`src/adcrc_consts.svh`:
```
// Register map, field positions and reset values of the converter control block
`ifndef ADCRC_CONSTS_SVH
`define ADCRC_CONSTS_SVH

`define ADCRC_CSR_ADDR      8'h70
`define ADCRC_UPPER_ADDR    8'h71
`define ADCRC_LOWER_ADDR    8'h72
`define ADCRC_IRQ_STAT_ADDR 8'h73
`define ADCRC_IRQ_MASK_ADDR 8'h74

`define ADCRC_EOC_BIT       7
`define ADCRC_SPEED_BIT     6
`define ADCRC_PWR_BIT       5
`define ADCRC_CH_MSB        3
`define ADCRC_CH_LSB        0
`define ADCRC_IRQ_DONE_BIT  0

`define ADCRC_REG_RESET     8'h00
`define ADCRC_RES_RESET     10'h000
`define ADCRC_SAR_FIRST     10'h200
`define ADCRC_BIT_FIRST     4'h9

`define ADCRC_DIV_SLOW      2'h3
`define ADCRC_DIV_FAST      2'h1

`endif

```
`src/adcrc_pkg.sv`:
```
// Types shared by the converter control block
package adcrc_pkg;
   typedef enum logic [1:0] {
      ADCRC_OFF,
      ADCRC_SAMPLE,
      ADCRC_RESOLVE
   } adcrc_state_type;
   typedef logic [7:0] adcrc_byte_type;
   typedef logic [9:0] adcrc_result_type;
endpackage

```
`src/adcrc_clkdiv.sv`:
```
// Converter clock tick generator, one tick every two or four CPU clocks
`timescale 1ns/100ps
`include "adcrc_consts.svh"
module adcrc_clkdiv (
   // Clock and reset
   input  wire logic clk,
   input  wire logic nrst,
   // Control
   input  wire logic run,
   input  wire logic half_rate,
   input  wire logic phase_clear,
   // Tick out
   output logic      tick
);
   import adcrc_pkg::*;

   logic [1:0] cnt_q;
   logic [1:0] cnt_d;
   logic [1:0] limit;

   always_comb begin
      limit = half_rate ? `ADCRC_DIV_FAST : `ADCRC_DIV_SLOW;
      tick  = run && !phase_clear && (cnt_q == limit);
      if (!run || phase_clear || tick) begin
         cnt_d = 2'h0;
      end else begin
         cnt_d = cnt_q + 2'h1;
      end
   end

   always_ff @(posedge clk or negedge nrst) begin
      if (!nrst) begin
         cnt_q <= 2'h0;
      end else begin
         cnt_q <= cnt_d;
      end
   end
endmodule

```
`src/adcrc_top.sv`:
```
// Converter control: registers, SAR sequencer, channel select and interrupt
//
// Function
// - Set done flag; clear on upper read/CSR write
// - Done flag reads one only after completion
// - Control bits writable; done flag read-only
// - Speed bit picks divide-by-four or divide-by-two
// - Power bit starts or stops conversion
// - Channel field selects input by binary code
// - Connected input count is build parameter
// - Upper result holds result bits nine-two
// - Lower result holds bits one-zero, rest zero
// - Five consecutive addresses, all reset zero
// - Converts continuously while powered on
// - Channel change aborts, clears flag, restarts
`timescale 1ns/100ps
`include "adcrc_consts.svh"
module adcrc_top #(
   parameter int NUM_CHANNELS = 16,
   parameter int SAMPLE_TICKS = 4
) (
   // Clock and reset
   input  wire logic                      clk,
   input  wire logic                      nrst,
   // Register port
   input  wire logic [7:0]                reg_addr,
   input  wire adcrc_pkg::adcrc_byte_type reg_wdata,
   input  wire logic                      reg_wr,
   input  wire logic                      reg_rd,
   output adcrc_pkg::adcrc_byte_type      reg_rdata,
   // Analog front end
   output logic                           converter_power_on,
   output logic [3:0]                     input_channel_select,
   output logic                           channel_valid,
   output logic                           sample_hold,
   output adcrc_pkg::adcrc_result_type    dac_code,
   input  wire logic                      cmp_above,
   // Interrupt
   output logic                           irq
);
   import adcrc_pkg::*;

   localparam logic [4:0] NUM_CH_W   = 5'(NUM_CHANNELS);
   localparam logic [3:0] SMP_LAST_W = 4'(SAMPLE_TICKS - 1);

   adcrc_state_type  state_q;
   adcrc_state_type  state_d;
   logic             eoc_q;
   logic             eoc_d;
   logic             speed_q;
   logic             speed_d;
   logic             power_q;
   logic             power_d;
   logic [3:0]       ch_q;
   logic [3:0]       ch_d;
   logic [3:0]       smp_cnt_q;
   logic [3:0]       smp_cnt_d;
   logic [3:0]       bit_q;
   logic [3:0]       bit_d;
   adcrc_result_type sar_q;
   adcrc_result_type sar_d;
   adcrc_result_type result_q;
   adcrc_result_type result_d;
   adcrc_result_type sar_final;
   logic             stat_q;
   logic             stat_d;
   logic             mask_q;
   logic             mask_d;
   adcrc_byte_type   rdata_q;
   adcrc_byte_type   rdata_d;
   logic             wr_csr;
   logic             rd_upper;
   logic             ch_change;
   logic             start;
   logic             restart;
   logic             done;
   logic             tick;
   logic             div_run;

   // Bus decode
   always_comb begin
      wr_csr    = reg_wr && (reg_addr == `ADCRC_CSR_ADDR);
      rd_upper  = reg_rd && (reg_addr == `ADCRC_UPPER_ADDR);
      ch_change = wr_csr && (reg_wdata[`ADCRC_CH_MSB:`ADCRC_CH_LSB] != ch_q);
      start     = wr_csr && reg_wdata[`ADCRC_PWR_BIT] && !power_q;
   end

   // Control fields; the done flag is not part of this write path
   always_comb begin
      speed_d = speed_q;
      power_d = power_q;
      ch_d    = ch_q;
      if (wr_csr) begin
         speed_d = reg_wdata[`ADCRC_SPEED_BIT];
         power_d = reg_wdata[`ADCRC_PWR_BIT];
         ch_d    = reg_wdata[`ADCRC_CH_MSB:`ADCRC_CH_LSB];
      end
   end

   always_ff @(posedge clk or negedge nrst) begin
      if (!nrst) begin
         speed_q <= 1'b0;
         power_q <= 1'b0;
         ch_q    <= 4'h0;
      end else begin
         speed_q <= speed_d;
         power_q <= power_d;
         ch_q    <= ch_d;
      end
   end

   // Divider phase restarts with each new conversion so sample time is exact
   assign restart = start || (ch_change && power_d);
   assign div_run = (state_q != ADCRC_OFF) && power_d;

   adcrc_clkdiv u_clkdiv (
      .clk         (clk),
      .nrst        (nrst),
      .run         (div_run),
      .half_rate   (speed_q),
      .phase_clear (restart),
      .tick        (tick)
   );

   // SAR sequencer: sample window, then one result bit per converter tick
   always_comb begin
      state_d   = state_q;
      smp_cnt_d = smp_cnt_q;
      bit_d     = bit_q;
      sar_d     = sar_q;
      done      = 1'b0;
      sar_final = sar_q;
      if (!cmp_above) begin
         sar_final[bit_q] = 1'b0;
      end
      if (!power_d) begin
         state_d   = ADCRC_OFF;
         smp_cnt_d = 4'h0;
         sar_d     = `ADCRC_RES_RESET;
      end else if (restart) begin
         state_d   = ADCRC_SAMPLE;
         smp_cnt_d = 4'h0;
         sar_d     = `ADCRC_RES_RESET;
      end else begin
         unique case (state_q)
            ADCRC_OFF: begin
               state_d   = ADCRC_SAMPLE;
               smp_cnt_d = 4'h0;
            end
            ADCRC_SAMPLE: begin
               if (tick) begin
                  if (smp_cnt_q == SMP_LAST_W) begin
                     state_d = ADCRC_RESOLVE;
                     sar_d   = `ADCRC_SAR_FIRST;
                     bit_d   = `ADCRC_BIT_FIRST;
                  end else begin
                     smp_cnt_d = smp_cnt_q + 4'h1;
                  end
               end
            end
            ADCRC_RESOLVE: begin
               if (tick) begin
                  sar_d = sar_final;
                  if (bit_q == 4'h0) begin
                     done      = 1'b1;
                     state_d   = ADCRC_SAMPLE;
                     smp_cnt_d = 4'h0;
                  end else begin
                     bit_d               = bit_q - 4'h1;
                     sar_d[bit_q - 4'h1] = 1'b1;
                  end
               end
            end
         endcase
      end
   end

   always_ff @(posedge clk or negedge nrst) begin
      if (!nrst) begin
         state_q   <= ADCRC_OFF;
         smp_cnt_q <= 4'h0;
         bit_q     <= 4'h0;
         sar_q     <= `ADCRC_RES_RESET;
      end else begin
         state_q   <= state_d;
         smp_cnt_q <= smp_cnt_d;
         bit_q     <= bit_d;
         sar_q     <= sar_d;
      end
   end

   // Done flag and results; a completion beats a clear in the same cycle
   always_comb begin
      eoc_d    = eoc_q;
      result_d = result_q;
      stat_d   = stat_q;
      mask_d   = mask_q;
      if (wr_csr || rd_upper) begin
         eoc_d = 1'b0;
      end
      if (reg_wr && (reg_addr == `ADCRC_IRQ_STAT_ADDR) && reg_wdata[`ADCRC_IRQ_DONE_BIT]) begin
         stat_d = 1'b0;
      end
      if (reg_wr && (reg_addr == `ADCRC_IRQ_MASK_ADDR)) begin
         mask_d = reg_wdata[`ADCRC_IRQ_DONE_BIT];
      end
      // Result is not latched against software; the next completion overwrites it
      if (done) begin
         eoc_d    = 1'b1;
         result_d = sar_final;
         stat_d   = 1'b1;
      end
   end

   always_ff @(posedge clk or negedge nrst) begin
      if (!nrst) begin
         eoc_q    <= 1'b0;
         result_q <= `ADCRC_RES_RESET;
         stat_q   <= 1'b0;
         mask_q   <= 1'b0;
      end else begin
         eoc_q    <= eoc_d;
         result_q <= result_d;
         stat_q   <= stat_d;
         mask_q   <= mask_d;
      end
   end

   // Read data, valid only in the cycle after the strobe
   always_comb begin
      rdata_d = `ADCRC_REG_RESET;
      if (reg_rd) begin
         unique case (reg_addr)
            `ADCRC_CSR_ADDR:      rdata_d = {eoc_q, speed_q, power_q, 1'b0, ch_q};
            `ADCRC_UPPER_ADDR:    rdata_d = result_q[9:2];
            `ADCRC_LOWER_ADDR:    rdata_d = {6'h00, result_q[1:0]};
            `ADCRC_IRQ_STAT_ADDR: rdata_d = {7'h00, stat_q};
            `ADCRC_IRQ_MASK_ADDR: rdata_d = {7'h00, mask_q};
            default:              rdata_d = `ADCRC_REG_RESET;
         endcase
      end
   end

   always_ff @(posedge clk or negedge nrst) begin
      if (!nrst) begin
         rdata_q <= `ADCRC_REG_RESET;
      end else begin
         rdata_q <= rdata_d;
      end
   end

   assign reg_rdata            = rdata_q;
   assign converter_power_on   = power_q;
   assign input_channel_select = ch_q;
   assign channel_valid        = ({1'b0, ch_q} < NUM_CH_W);
   assign sample_hold          = (state_q == ADCRC_SAMPLE);
   assign dac_code             = sar_q;
   assign irq                  = stat_q && mask_q;
endmodule

```
`config.mk`:
```
export PLATFORM = sky130hd
export DESIGN_NAME = adcrc_top
export DESIGN_NICKNAME = d
export VERILOG_FILES = /design/src/adcrc_pkg.sv /design/src/adcrc_clkdiv.sv /design/src/adcrc_top.sv
export VERILOG_INCLUDE_DIRS = /design/src
export SDC_FILE = /design/constraint.sdc
export NUM_CORES = 1
export LEC_CHECK = 0
export ABC_CLOCK_PERIOD_IN_PS = 2900
export BUFFER_PORTS_ARGS = -buffer_cell sky130_fd_sc_hd__buf_2
export CELL_PAD_IN_SITES_DETAIL_PLACEMENT = 1
export CELL_PAD_IN_SITES_GLOBAL_PLACEMENT = 2
export CORE_ASPECT_RATIO = 1.4
export CORE_UTILIZATION = 35
export CTS_CLUSTER_DIAMETER = 150
export DETAILED_ROUTE_END_ITERATION = 10
export GPL_ROUTABILITY_DRIVEN = 0
export HOLD_SLACK_MARGIN = 0.06
export PLACE_DENSITY = 0.89
export SETUP_SLACK_MARGIN = 0.4
export SLEW_MARGIN = 20
export SYNTH_ARGS = -nofsm -noshare
export SYNTH_HDL_FRONTEND = slang
export SYNTH_HIERARCHICAL = 1
export SYNTH_SLANG_ARGS = --single-unit
```
`constraint.sdc`:
```
create_clock -name clk -period 2.9 [get_ports clk]
set_input_delay 0.58 -clock clk [delete_from_list [all_inputs] [get_ports clk]]
set_output_delay 0.58 -clock clk [all_outputs]
set_load 0.005 [all_outputs]
```
# == After elaboration in Yosys (flattened, before gate mapping) ==
# Index checks and enable logic that the tools add are counted.
# word_totals
regBits,49
latchBits,0
ramBits,0
rom_bits,0
in_bits,21
out_inout_bits,26
word_cells,121
n_memories,0
# op_classes
add_sub_neg,3
mul,0
n_div,0
n_lt_le_gt_ge,4
eq_ne,20
n_shift,0
mux,45
bitwise,4
reduce_logical,32
# op_table
cell,n
2-to-1 mux 10 bit,7
"== test 8 x 7 -> 1 bit, second input constant",5
2-to-1 mux 4 bit,10
one-hot mux 8 bit (5 select lines),1
one-hot mux 10 bit (2 select lines),1
2-to-1 mux 2 bit,8
logical AND 1 bit,15
2-to-1 mux 1 bit,12
"inequality test 4 x 2 -> 1 bit, second input constant",3
"inequality test 4 x 3 -> 1 bit, second input constant",3
one-hot mux 4 bit (3 select lines),1
AND reduction 4 bit,3
bitwise AND 10 bit,1
"< comparator 4 x 5 -> 1 bit, second input constant",2
NOT 10 bit,1
OR 10 bit,1
demux 1 bit (select 4 bit),2
">= comparator 4 x 1 -> 1 bit, second input constant",2
2-to-1 mux 8 bit,1
one-hot mux 4 bit (2 select lines),1
nonzero test 2 bit,4
AND reduction 7 bit,1
one-hot mux 2 bit (3 select lines),1
"adder 4 x 1 -> 4 bit, second input constant",1
14 further kinds,21

# == Logic depth before layout (Yosys ltp) ==
# Gate-level depths: netlist of the first run.
# depth
word_depth,13
ltp_mapped,11
ltp_nobuf,10

# == By module ==
# Netlist of the first run, hierarchy kept.
# by_module_without_submodules
module,n_inst,cells_each,area_per_inst_um2,seq_area_each_um2
adcrc_top,1,252,2607.5,1176.1
adcrc_clkdiv,1,9,102.6,50.0

# == Worst setup path after synthesis of the first run ==
# OpenSTA, ideal clock, no wires.
# synth_timing
path_type,input-to-reg
from,input reg_addr[7]
to,register result_q[5]
setup_ns,0.125
arrival_ns,2.688
required_time_ns,2.775
setup_slack_ns,0.087
cell_stages,11
cell_sequence,and4b_1 -> nand3_2 -> mux2i_1 -> o21a_1 -> nand2b_1 -> nor3b_1 -> clkbuf_1 -> and3_1 -> nand2b_4 -> buf_6 -> mux2_2
# synth_between
elab_cells_between_ends,16
classes_between,eq/ne: 1; mux: 5; reduce/logical: 10
# synth_rtl
element,line,text
from (decl),adcrc_top.sv:26,"input wire logic [7:0] reg_addr,"
== test 8 x 7 -> 1 bit,-,
logical AND 1 bit,adcrc_top.sv:82,wr_csr = reg_wr && (reg_addr == `ADCRC_CSR_ADDR);
2-to-1 mux 1 bit,adcrc_top.sv:93,if (wr_csr) begin
net power_d,adcrc_top.sv:53,logic power_d;
logical AND 1 bit,adcrc_top.sv:114,assign div_run = (state_q != ADCRC_OFF) && power_d;
net div_run,adcrc_top.sv:78,logic div_run;
logical AND 1 bit (2 in a row),adcrc_clkdiv.sv:23,tick = run && !phase_clear && (cnt_q == limit);
net tick,adcrc_top.sv:77,logic tick;
2-to-1 mux 1 bit,adcrc_top.sv:162,if (tick) begin
2-to-1 mux 1 bit,adcrc_top.sv:145,unique case (state_q)
2-to-1 mux 1 bit,adcrc_top.sv:140,end else if (restart) begin
2-to-1 mux 1 bit,adcrc_top.sv:136,if (!power_d) begin
to (signal assigned),adcrc_top.sv:218,result_q <= `ADCRC_RES_RESET;
to (signal assigned),adcrc_top.sv:223,result_q <= result_d;
to (decl),adcrc_top.sv:62,adcrc_result_type result_q;
# The timed path passes the listed nets, and every way through them passes these cells.
# A chain may end at the register's enable or synchronous reset.

# == Worst setup path in the final report of the first run ==
# layout_timing
from,input reg_addr[7]
to,register sar_q[8] (netlist: dac_code[8])
# layout_between
elab_cells_between_ends,19
classes_between,eq/ne: 5; mux: 3; reduce/logical: 11
# layout_rtl
element,line,text
== test 8 x 7 -> 1 bit *,-,
logical AND 1 bit *,adcrc_top.sv:82,
2-to-1 mux 1 bit *,adcrc_top.sv:93,
net power_d,adcrc_top.sv:53,
logical AND 1 bit *,adcrc_top.sv:114,
net div_run,adcrc_top.sv:78,
logical AND 1 bit * (2 in a row),adcrc_clkdiv.sv:23,
net tick,adcrc_top.sv:77,
inequality test 4 x 3 -> 1 bit (no line) / inequality test 4 x 2 -> 1 bit (equally long branches),-,
AND reduction 4 bit (no line) *,-,
to (signal assigned),adcrc_top.sv:183,sar_q <= `ADCRC_RES_RESET;
to (signal assigned),adcrc_top.sv:188,sar_q <= sar_d;
to (decl),adcrc_top.sv:60,adcrc_result_type sar_q;
# The timed path passes the listed nets; every way through them passes the cells marked *.

==> results of run 1 <==
-- metrics by stage --
stage                     instances  power [W]  worst slack [ps]  setup TNS, ps  area (sq um)
after global placement          402    0.00160              78.5              0          3090
after CTS                       413    0.00207               426              0          3240
after global routing            419    0.00222               411              0          3300
after detailed placement        402    0.00164             -30.8           -175          3090
final                           419    0.00208               519              0          3300
after floorplan                 261    0.00138               276              0          2730
-- registers in the layout, summed over array words and instances, names as in the netlist --
| signal | flops |
|---|---|
| speed_q | 1 |
| smp_cnt_q | 4 |
| reg_rdata | 8 |
| result_q | 10 |
| input_channel_select | 4 |
| stat_q | 1 |
| converter_power_on | 1 |
| state_q | 2 |
| dac_code | 10 |
| bit_q | 4 |
| u_clkdiv/cnt_q | 2 |
| eoc_q | 1 |
| mask_q | 1 |
-- how the worst max path moves through the flow --
stage | start | end | slack (ps) | cells past startpoint
finish | reg_addr[7] | dac_code[8] | 520 | 11
global route | reg_addr[7] | smp_cnt_q[3] | 410 | 13
CTS | input_channel_select[1] | smp_cnt_q[3] | 430 | 9
detailed placement | reg_addr[1] | result_q[7] | -30 | 11
global placement | reg_addr[1] | result_q[0] | 80 | 11
floorplan | reg_addr[7] | result_q[5] | 280 | 11
-- critical path: stages --
cell,delay [ps]
buf_2,90
and4b_2,340
nand3_4,130
mux2i_4,220
o21a_1,110
nand2b_1,150
nor3b_2,70
buf_4,160
o21a_1,140
nor2_4,230
mux2_2,360
-- power by group through the flow --
stage | logic (W) | registers, W | clock network [W]
floorplan | 0.000486 | 0.000899 | 0
global placement | 0.000656 | 0.000946 | 0
CTS | 0.000701 | 0.000939 | 0.000430
detailed placement | 0.000683 | 0.000952 | 0
global route | 0.000806 | 0.000966 | 0.000447
finish | 0.000722 | 0.000940 | 0.000416
-- per-layer routing --
metal,GRT usage (%),vias up
met4,8.93,0
met2,33.8,53
met3,2.92,12
met5,0,-
li1,-,1045
met1,18.7,1093
-- cells by family (layout without fill, tap and decap cells) --
group           count (synthesis)  count (layout)
compound gates                 55              55
simple gates                   91              91
xor+xnor                        5               5
other cells                     1               1
buf+inv                        22              83
mux                            30              30
flops                          49              49
fa+ha+maj                       8               8
-- placed cells by master, fill, tap and decap left out, types with 2 or more instances in the layout --
cell,instances
dfrtp_1,48
buf_2,43
nor2_1,25
buf_4,18
mux2_2,15
mux2i_1,14
inv_1,13
o21ai_0,13
nand2_1,11
nor2b_1,9
a21oi_1,8
ha_1,8
nand2b_1,6
and2_1,5
nand3_1,5
clkbuf_8,5
xor2_1,4
nand3b_1,4
a221o_1,4
and3_1,3
o21a_1,3
a21boi_0,3
a211oi_2,2
a31oi_1,2
a22oi_1,2
or3b_2,2
nor3_1,2
nor3b_2,2
o31ai_1,2
o22ai_1,2
nand4_1,2
clkinvlp_4,2
-- cell type report --
type,count,area [sq um]
Sequential cell,49,1230
Timing Repair Buffer,62,370
Fill cell,846,4110
Inverter,13,48.8
Tap cell,97,121
Clock inverter,2,15.0
Clock buffer,6,72.6
Multi-Input combinational cell,190,1440
-- repair_timing --
item / CTS / global route
resized for setup: 5 / 4
setup buffers: 3 / 6
hold endpoints to repair: 0 / 0
pin swaps: 1 / 2
endpoints found under the setup margin: 13 / 27
==> summary.txt, run 1 <==
Run status
  – Status: finished clean

Critical path
  – Startpoint types: input port
  – Setup crit end kind: register
  – CP arrival: ~2600 ps
  – Crit path kind: input port to register
  – Worst reg2reg path startpoint: input_channel_select[2]
  – WP data required: roughly 3100 ps
  – R2R Path End: smp_cnt_q[3]
  – R2R depth: 9
  – CP max FO: 8
  – R2R setup slack: approximately 560 ps

Global route
  – First-pass GRT wire length: ~11000 um
  – Grt ovf: 0
  – Vias in the first global route: ~2400
  – Largest net degree at the start of global routing: 50
  – Initial antenna violation count: 0
  – GRT Total Usage: 17.8%

Clock tree
  – Worst skew pair latency: about 320 ps
  – H-tree depth: 2
  – Cts hold-fix bufs: 0
  – Clock buffer depth: 2
  – Clock-pin transition on the worst setup and hold timing paths: 90 ps
  – TritonCTS Buffers: 5
  – CTS sink cnt: 49
  – Root buffer selected by CTS: clkbuf_8
  – CTS tree: built

Final layout
  – Final Core Density: between 40 and 50%
  – Area Overhead vs Synth: 21.7%
  – Layout cell share with drive strength beyond 1: about a third
  – Ant. Diodes: 0
  – Nets: 350

Place
  – DP HPWL: slightly above 5000 um
  – Number of I/O port buffers: 43

Timing
  – Min cycle time layout: 2380 ps
  – Final setup viols: 0
  – Final hold slack: approximately 350 ps
  – Skew final: around 11 ps
  – Worst Tran Pin Value: 639 ps
  – Final hold vios: 0
  – Fin crit share: between 80% and 90%
  – Final Max Slew Viols: 0
  – RSZ-0062 raised after global routing: no
  – Fmax: around 420 MHz
  – Slew margin rel.: between 50% and 60%

Power
  – Clock share of power: ~20%
  – Net Sw Frac: between 30 and 40%
  – PwrDens: between 600 and 700 mW/mm^2
  – Combinational share of power: a little over a third
  – Peak VDD IR: 0.203 mV
  – Pint: between 0.001 and 0.0015 W
  – Lkg Pwr: 1.66 nW
  – Register share of total power: 45.2%
  – Sw Pwr: 0.000774 W

Floorplan
  – Core ar.: between 0.007 and 0.008 sq mm
  – Site Rows: 37
  – Die area: about 0.0081 sq mm
  – Die Height: 106 um
  – Die Width: between 70 and 80 um
  – Initial Utilization: a little over a third
  – # IOs: 47

Logic synthesis
  – YS warnings: 6
  – Seq/Total Area, Yosys: between 40 and 50%
  – XOR/XNOR Fraction of Synth Area: under 10%
  – Post-synthesis cell count: about 260
  – Synthesized area: roughly 0.0027 sq mm
  – Adder-cell share of the synthesized area: 3.69%
  – Synth area leaders: dfrtp_1 45%, mux2_2 6.2%, mux2i_1 5.5%
  – Post-synth EDFFs: 0
  – Largest family of logic cells by synthesized area: simple AND/OR/NAND/NOR gates
  – Post-synthesis mux area share: between 10% and 20%
  – Simple-gate share of the synthesized area: 19.6%
  – Syn Nets: 290
  – Largest area contributor in the netlist: dfrtp_1
  – Top_reg_cell synth: dfrtp_1
  – Synth top cells by count: 49 x dfrtp_1, 26 x nor2_1, 15 x mux2_2, 15 x mux2i_1
  – Mean post-synth cell area: between 10 and 15 sq um
  – Netlist cell types: 60
  – Synth top area share: 45.2%
  – Compound-gate portion of the synthesized area: roughly 14%
  – Top-count cell post-synth: dfrtp_1
  – Flops & latches, synth: a little under 50
  – FFs w/ async S/R, synth: 100%

Route
  – Met3 wire length: between 200 and 250 um
  – Top Metal Used: met4
  – DR vias: roughly 2200
  – DRT Pass-1 Iters: 4
  – WL/cell: ~16 um
  – WL met1: ~2700 um
  – DRC: 0
  – Post-DRT Antenna Nets: 0
  – Initial DRC Count: 60
  – DR WL met2: around 3700 um
  – Vias per inst: approximately 5.3
  – Final WL: between 6000 and 7000 um

Run
  – Max-Cap Viols: 0

Worst hold path
  – Hold/Removal Path Class: input port to asynchronous set/reset pin
Note: power is estimated with default switching activity, not from simulation.
==> run 2: changes to the inputs <==
--- a/config.mk
+++ b/config.mk
@@ -6,17 +6,17 @@
 export SDC_FILE = /design/constraint.sdc
 export NUM_CORES = 1
 export LEC_CHECK = 0
-export ABC_CLOCK_PERIOD_IN_PS = 2900
+export ABC_CLOCK_PERIOD_IN_PS = 2000
 export BUFFER_PORTS_ARGS = -buffer_cell sky130_fd_sc_hd__buf_2
 export CELL_PAD_IN_SITES_DETAIL_PLACEMENT = 1
 export CELL_PAD_IN_SITES_GLOBAL_PLACEMENT = 2
 export CORE_ASPECT_RATIO = 1.4
-export CORE_UTILIZATION = 35
+export CORE_UTILIZATION = 32
 export CTS_CLUSTER_DIAMETER = 150
 export DETAILED_ROUTE_END_ITERATION = 10
 export GPL_ROUTABILITY_DRIVEN = 0
 export HOLD_SLACK_MARGIN = 0.06
-export PLACE_DENSITY = 0.89
+export PLACE_DENSITY = 0.87
 export SETUP_SLACK_MARGIN = 0.4
 export SLEW_MARGIN = 20
 export SYNTH_ARGS = -nofsm -noshare
==> constraint.sdc (replaced) <==
create_clock -name clk -period 2 [get_ports clk]
set_input_delay 0.4 -clock clk [delete_from_list [all_inputs] [get_ports clk]]
set_output_delay 0.4 -clock clk [all_outputs]
set_load 0.005 [all_outputs]
==> summary.txt, run 2 (synthesis results as in run 1) <==
Critical path
  – WP data required: 2180 ps (-920 ps)
  – Worst reg2reg path startpoint: input_channel_select[1]
  – Worst Setup SP: input_channel_select[1]
  – CP endpoint: dac_code[7]
  – R2R setup slack: -260 ps (-820 ps)
  – Setup crit end kind: register
  – CP arrival: 2440 ps (-140 ps)
  – Crit path kind: register to register
  – CP max FO: 8 (unchanged)
  – Startpoint types: register
  – R2R Path End: dac_code[7]
  – R2R depth: 9 (unchanged)

Timing
  – Skew final: 4.81 ps (-5.74 ps)
  – Final hold vios: 0 (unchanged)
  – Final Max Slew Viols: 0 (unchanged)
  – Min cycle time layout: approximately 2300 ps
  – RSZ-0062 raised after global routing: yes
  – Worst Setup Slack, final: -260 ps (-779 ps)
  – Fin crit share: 113%
  – Final setup viols: 31 (+31)
  – Fmax: ~440 MHz
  – Setup TNS: -6110 ps (-6110 ps)

Power
  – Sw Pwr: 0.00123 W (+58%)
  – Lkg Pwr: 1.85 nW (+11%)
  – Pint: 0.00228 W (+75%)
  – Combinational share of power: 38.2% (+3.4 points)
  – Clock share of power: 24.2% (+4.2 points)
  – PwrDens: 954 mW/mm^2 (+51%)
  – Peak VDD IR: 0.465 mV (+130%)
  – Register share of total power: 37.6% (-7.6 points)
  – Net Sw Frac: 34.9% (-2.3 points)

Final layout
  – Area Overhead vs Synth: 35.7%
  – Layout cell share with drive strength beyond 1: 41.8% (+9.2 points)
  – Commonest non-fill, non-tap cell in the layout: dfrtp_1
  – Most frequent cells in the layout: 49 x dfrtp_1, 44 x buf_4, 43 x buf_2, 25 x nor2_1, 15 x mux2_2
  – Nets: 380 (+8.6%)
  – Post-Layout Cell Count: 454 (+8.4%)
  – Ant. Diodes: 0 (unchanged)

Global route
  – Grt ovf: 0 (unchanged)
  – Initial antenna violation count: 0 (unchanged)
  – First-pass GRT wire length: 12600 um (+12%)
  – Largest net degree at the start of global routing: 50 (unchanged)
  – Vias in the first global route: 2564 (+7.7%)
  – GRT Total Usage: 18.5% (+0.66 points)

Route
  – Vias per inst: 5.08 (-3.4%)
  – Final WL: 7710 um (+13%)
  – DRC: 0 (unchanged)
  – DR vias: 2306 (+4.7%)
  – Post-DRT Antenna Nets: 0 (unchanged)
  – WL/cell: 17.0 um (+4.4%)
  – Initial DRC Count: 98 (+63%)
  – DRT Pass-1 Iters: 6 (+2)

Place
  – Number of I/O port buffers: 43 (unchanged)
  – DP HPWL: 5840 um (+16%)
  – Post-Place Cells: 440 (+9.5%)

Clock tree
  – Clock buffer depth: 2 (unchanged)
  – TritonCTS Buffers: 5 (unchanged)
  – CTS tree: built
  – Cts hold-fix bufs: 0 (unchanged)
  – CTS sink cnt: 49 (unchanged)
  – Worst skew pair latency: 290 ps (-30 ps)
  – Root buffer selected by CTS: clkbuf_16
  – H-tree depth: 2 (unchanged)
  – Clock-pin transition on the worst setup and hold timing paths: 70 ps (-20 ps)

Floorplan
  – # IOs: 47 (unchanged)
  – Die Width: 79.8 um (+4.5%)
  – Initial Utilization: 33.1% (-3.5 points)
  – Site Rows: 39 (+5.4%)
  – Die area: 0.00885 sq mm (+9.2%)
  – Die Height: 111 um (+4.5%)
  – Core ar.: 0.00820 sq mm (+11%)

Run status
  – Failing checks: negative setup slack
  – Status: complete, but fails checks

Worst hold path
  – Hold/Removal Path Class: input port to asynchronous set/reset pin

Run
  – Max-Cap Viols: 0 (unchanged)
==> run 2: critical path: stages, from the launching register on <==
cell      delay (ps)
dfrtp_1          410
xor2_2           170
nor4_4           330
a211oi_2         130
nand2b_4         160
nor3b_2          150
buf_4            170
o21a_1           200
nor2_4            90
a221o_1          330
==> run 2: what timing repair did <==
| action | in CTS | in global routing |
|---|---|---|
| pin swaps | 3 | 9 |
| setup endpoints to repair | 33 | 33 |
| gates resized for setup | 11 | 14 |
| buffers inserted | 4 | 2 |
==> run 2: worst min-delay path by stage <==
stage / to / cells past startpoint / slack [ps]
finish: input_channel_select[3] / 2 / 70
global route: input_channel_select[3] / 2 / 100
CTS: input_channel_select[3] / 2 / 100
detailed placement: input_channel_select[3] / 2 / 410
global placement: input_channel_select[3] / 2 / 410
floorplan: bit_q[0] / 0 / 100
==> run 2: power groups by stage <==
stage / logic, W / registers [W] / clock network [W]
after floorplan: 0.000706 / 0.00130 / 0
after global placement: 0.00120 / 0.00131 / 0
after detailed placement: 0.00124 / 0.00133 / 0
after CTS: 0.00130 / 0.00131 / 0.000874
after global routing: 0.00147 / 0.00135 / 0.000901
final: 0.00134 / 0.00132 / 0.000849
==> run 2: final cells by class <==
type,instances,area [sq um]
clock buffer,6,129
fill,943,4520
timing repair buffer,92,619
inverter,13,51.3
tap,102,128
clock inverter,2,15.0
multi-input combinational,190,1510
sequential,49,1230
==> run 2: stage by stage <==
step	instance area [sq um]	power (W)	hold slack (ps)	worst slack [ps]	util, %
floorplan	2730	0.00201	104	-444	-
global placement	3370	0.00251	405	-488	41.1
detailed placement	3370	0.00257	413	-565	41.1
CTS	3600	0.00349	97.3	-279	43.9
global route	3680	0.00372	100	-347	44.9
finish	3680	0.00351	73.7	-260	44.9
==> run 2: layer usage <==
layer | GRT usage [%] | share of wire, % | up-vias
met2 | 35.6 | 56 | 47
met5 | 0 | 0 | -
li1 | - | - | 1103
met3 | 2.80 | 2.4 | 15
met1 | 18.9 | 39 | 1141
met4 | 8.10 | 3.0 | 0
==> run 3: changes to the inputs <==
--- a/config.mk
+++ b/config.mk
@@ -7,17 +7,18 @@
 export NUM_CORES = 1
 export LEC_CHECK = 0
 export ABC_CLOCK_PERIOD_IN_PS = 2000
-export BUFFER_PORTS_ARGS = -buffer_cell sky130_fd_sc_hd__buf_2
 export CELL_PAD_IN_SITES_DETAIL_PLACEMENT = 1
 export CELL_PAD_IN_SITES_GLOBAL_PLACEMENT = 2
 export CORE_ASPECT_RATIO = 1.4
-export CORE_UTILIZATION = 32
+export CORE_UTILIZATION = 36
 export CTS_CLUSTER_DIAMETER = 150
 export DETAILED_ROUTE_END_ITERATION = 10
+export DONT_BUFFER_PORTS = 1
 export GPL_ROUTABILITY_DRIVEN = 0
 export HOLD_SLACK_MARGIN = 0.06
-export PLACE_DENSITY = 0.87
+export PLACE_DENSITY = 0.86
 export SETUP_SLACK_MARGIN = 0.4
+export SKIP_LAST_GASP = 1
 export SLEW_MARGIN = 20
 export SYNTH_ARGS = -nofsm -noshare
 export SYNTH_HDL_FRONTEND = slang
==> summary.txt, run 3 (synthesis results as in run 1) <==
Run status
  – Status: complete, but fails checks
  – Failing checks: negative setup slack

Final layout
  – Layout cell share with drive strength beyond 1: 33.4% (-8.3 points)
  – Ant. Diodes: 0 (unchanged)
  – Nets: 333 (-12%)
  – Commonest non-fill, non-tap cell in the layout: dfrtp_1
  – Footprint of the multi-input gates: 0.00154 sq mm (+2.2%)
  – FILL cells: 861 (-8.7%)
  – Area Overhead vs Synth: 25.7%
  – Post-route cell area: 0.00341 sq mm (-7.4%)
  – Reg area: 0.00123 sq mm (unchanged)
  – Most frequent cells in the layout: 49 x dfrtp_1, 41 x buf_4, 26 x nor2_1, 15 x mux2i_1, 13 x o21ai_0

Critical path
  – Critical path buffers and inverters: 1 (unchanged)
  – CP arrival: 2490 ps (+50 ps)
  – CP dominant cell by count: nand2b_4
  – WP data required: 2210 ps (+30 ps)
  – Delay of the slowest critical-path stage: 430 ps (+20 ps)
  – Startpoint types: register
  – CP max FO: 7 (-1)
  – R2R Path End: result_q[4]
  – Crit path kind: register to register
  – Worst path top cell family by delay: simple AND/OR/NAND/NOR gates
  – Worst reg2reg path startpoint: input_channel_select[2]
  – R2R setup slack: -280 ps (-20 ps)
  – R2R depth: 9 (unchanged)
  – Crit-path slowest cell: dfrtp_1
  – Setup crit end kind: register
  – Crit-path cells: xor2_2 > nor4_4 > a211oi_2 > nand2b_4 > nor3b_2 > buf_4 > and3_4 > nand2b_4 > mux2_4

Route
  – DRC: 0 (unchanged)
  – Initial DRC Count: 74 (-24%)
  – DR vias: 2196 (-4.8%)
  – DRT Pass-1 Iters: 4 (-2)
  – WL/cell: 18.7 um (+9.9%)
  – Vias per inst: 5.46 (+7.5%)
  – Final WL: 7500 um (-2.7%)
  – Post-DRT Antenna Nets: 0 (unchanged)

Timing
  – Fmax: 439 MHz (-0.83%)
  – Final hold vios: 0 (unchanged)
  – Final hold slack: 200 ps (+126 ps)
  – Final setup viols: 32 (+3.2%)
  – Min cycle time layout: 2280 ps (+18.9 ps)
  – Worst Setup Slack, final: -279 ps (-18.9 ps)
  – Skew final: 6.30 ps (+1.48 ps)
  – RSZ-0062 raised after global routing: yes
  – Fin crit share: 114% (+0.94 points)
  – Worst Tran Pin Value: approximately 540 ps
  – Final Max Slew Viols: 0 (unchanged)
  – Slew margin rel.: a little under two thirds

Place
  – Number of I/O port buffers: 0 (-100%)
  – DP Area: 0.00307 sq mm (-9.0%)
  – DP HPWL: 5500 um (-5.9%)

Global route
  – First-pass GRT wire length: 11900 um (-6.0%)
  – Initial antenna violation count: 0 (unchanged)
  – Vias in the first global route: 2436 (-5.0%)
  – GRT Total Usage: 20.0% (+1.5 points)
  – Largest net degree at the start of global routing: 50 (unchanged)
  – Grt ovf: 0 (unchanged)

Floorplan
  – Site Rows: 37 (-5.1%)
  – Die Width: 75.3 um (-5.6%)
  – Die Height: 105 um (-5.6%)
  – Initial Utilization: 37.1% (+4.0 points)
  – # IOs: 47 (unchanged)
  – Die area: 0.00788 sq mm (-11%)
  – Core ar.: 0.00731 sq mm (-11%)

Clock tree
  – Clock buffer depth: 2 (unchanged)
  – CTS tree: built
  – TritonCTS Buffers: 5 (unchanged)
  – Root buffer selected by CTS: clkbuf_8
  – Clock-pin transition on the worst setup and hold timing paths: 100 ps (+30 ps)
  – H-tree depth: 2 (unchanged)
  – Worst skew pair latency: 320 ps (+30 ps)
  – CTS sink cnt: 49 (unchanged)

Worst hold path
  – Hold wc startpoint: reg_rd
  – Hold/Removal Path Class: input port to register
  – Hold Path Cell Cnt: 2
  – Min-Delay Endpoint: reg_rdata[0]

Power
  – Lkg Pwr: 1.66 nW (-11%)
  – Overall Power: 0.00325 W (-7.3%)
  – Peak VDD IR: 0.291 mV (-37%)
  – PwrDens: 954 mW/mm^2 (about the same)

Run
  – Max-Cap Viols: 0 (unchanged)
==> run 3: changes by cell type in the layout (fill, tap and decap cells not counted), moves of 3 or more <==
cell	delta
buf_2	-43
buf_4	-3
mux2_2	-5
clkbuf_8	+5
mux2_4	+5
clkbuf_16	-5
==> run 3: how the worst max path moves through the flow <==
stage	start	endpoint	slack, ps	cells after the start
2_1_floorplan	reg_addr[7]	result_q[5]	-440	11
3_3_place_gp	reg_addr[1]	dac_code[6]	-350	10
3_5_place_dp	reg_addr[1]	result_q[4]	-480	10
4_1_cts	input_channel_select[0]	dac_code[7]	-250	9
5_1_grt	input_channel_select[2]	result_q[4]	-360	9
6_report	input_channel_select[2]	result_q[4]	-280	9
==> run 3: cell type report <==
cell class                      count  share of cell area (%)
Multi-Input combinational cell    190                    45.3
Clock buffer                        5                    2.02
Clock inverter                      3                   0.625
Sequential cell                    49                    36.0
Tap cell                           97                    3.56
Timing Repair Buffer               45                    11.1
Inverter                           13                    1.43
==> run 3: worst reg2reg max path, delay by kind of cell (launching register included) <==
kind,cells,cell delay [ps]
xor+xnor,1,170
compound gates,1,120
flops,1,430
buf+inv,1,160
mux,1,320
simple gates,5,970
==> run 3: report_power, final <==
group | total [W] | switching, W | internal (W)
combinational | 0.00130 | 0.000654 | 0.000644
clock | 0.000629 | 0.000379 | 0.000249
sequential | 0.00132 | 0.000174 | 0.00115
==> run 3: stage by stage <==
stage / TNS (ps) / setup slack, ps / cells / utilization [%]
5_1_grt: -9070 / -361 / 402 / 46.6
4_1_cts: -5690 / -250 / 399 / 45.6
3_3_place_gp: -9410 / -353 / 383 / 41.9
6_report: -5910 / -279 / 402 / 46.6
2_1_floorplan: -8920 / -444 / 261 / -
3_5_place_dp: -12800 / -485 / 383 / 41.9
==> run 3: layer usage <==
metal  global-route usage [%]  part of all wire, %
met5                        0                    0
met4                     10.1                  3.4
met3                     3.28                  3.6
met2                     37.6                   57
met1                     19.9                   36
==> run 3: repair_timing <==
action	CTS	global route
buffers inserted	6	3
cloned	0	0
pin swaps	10	9
gates resized for setup	17	12
endpoints found under the hold margin	49	0
hold buffers	2	0
setup endpoints to repair	32	33
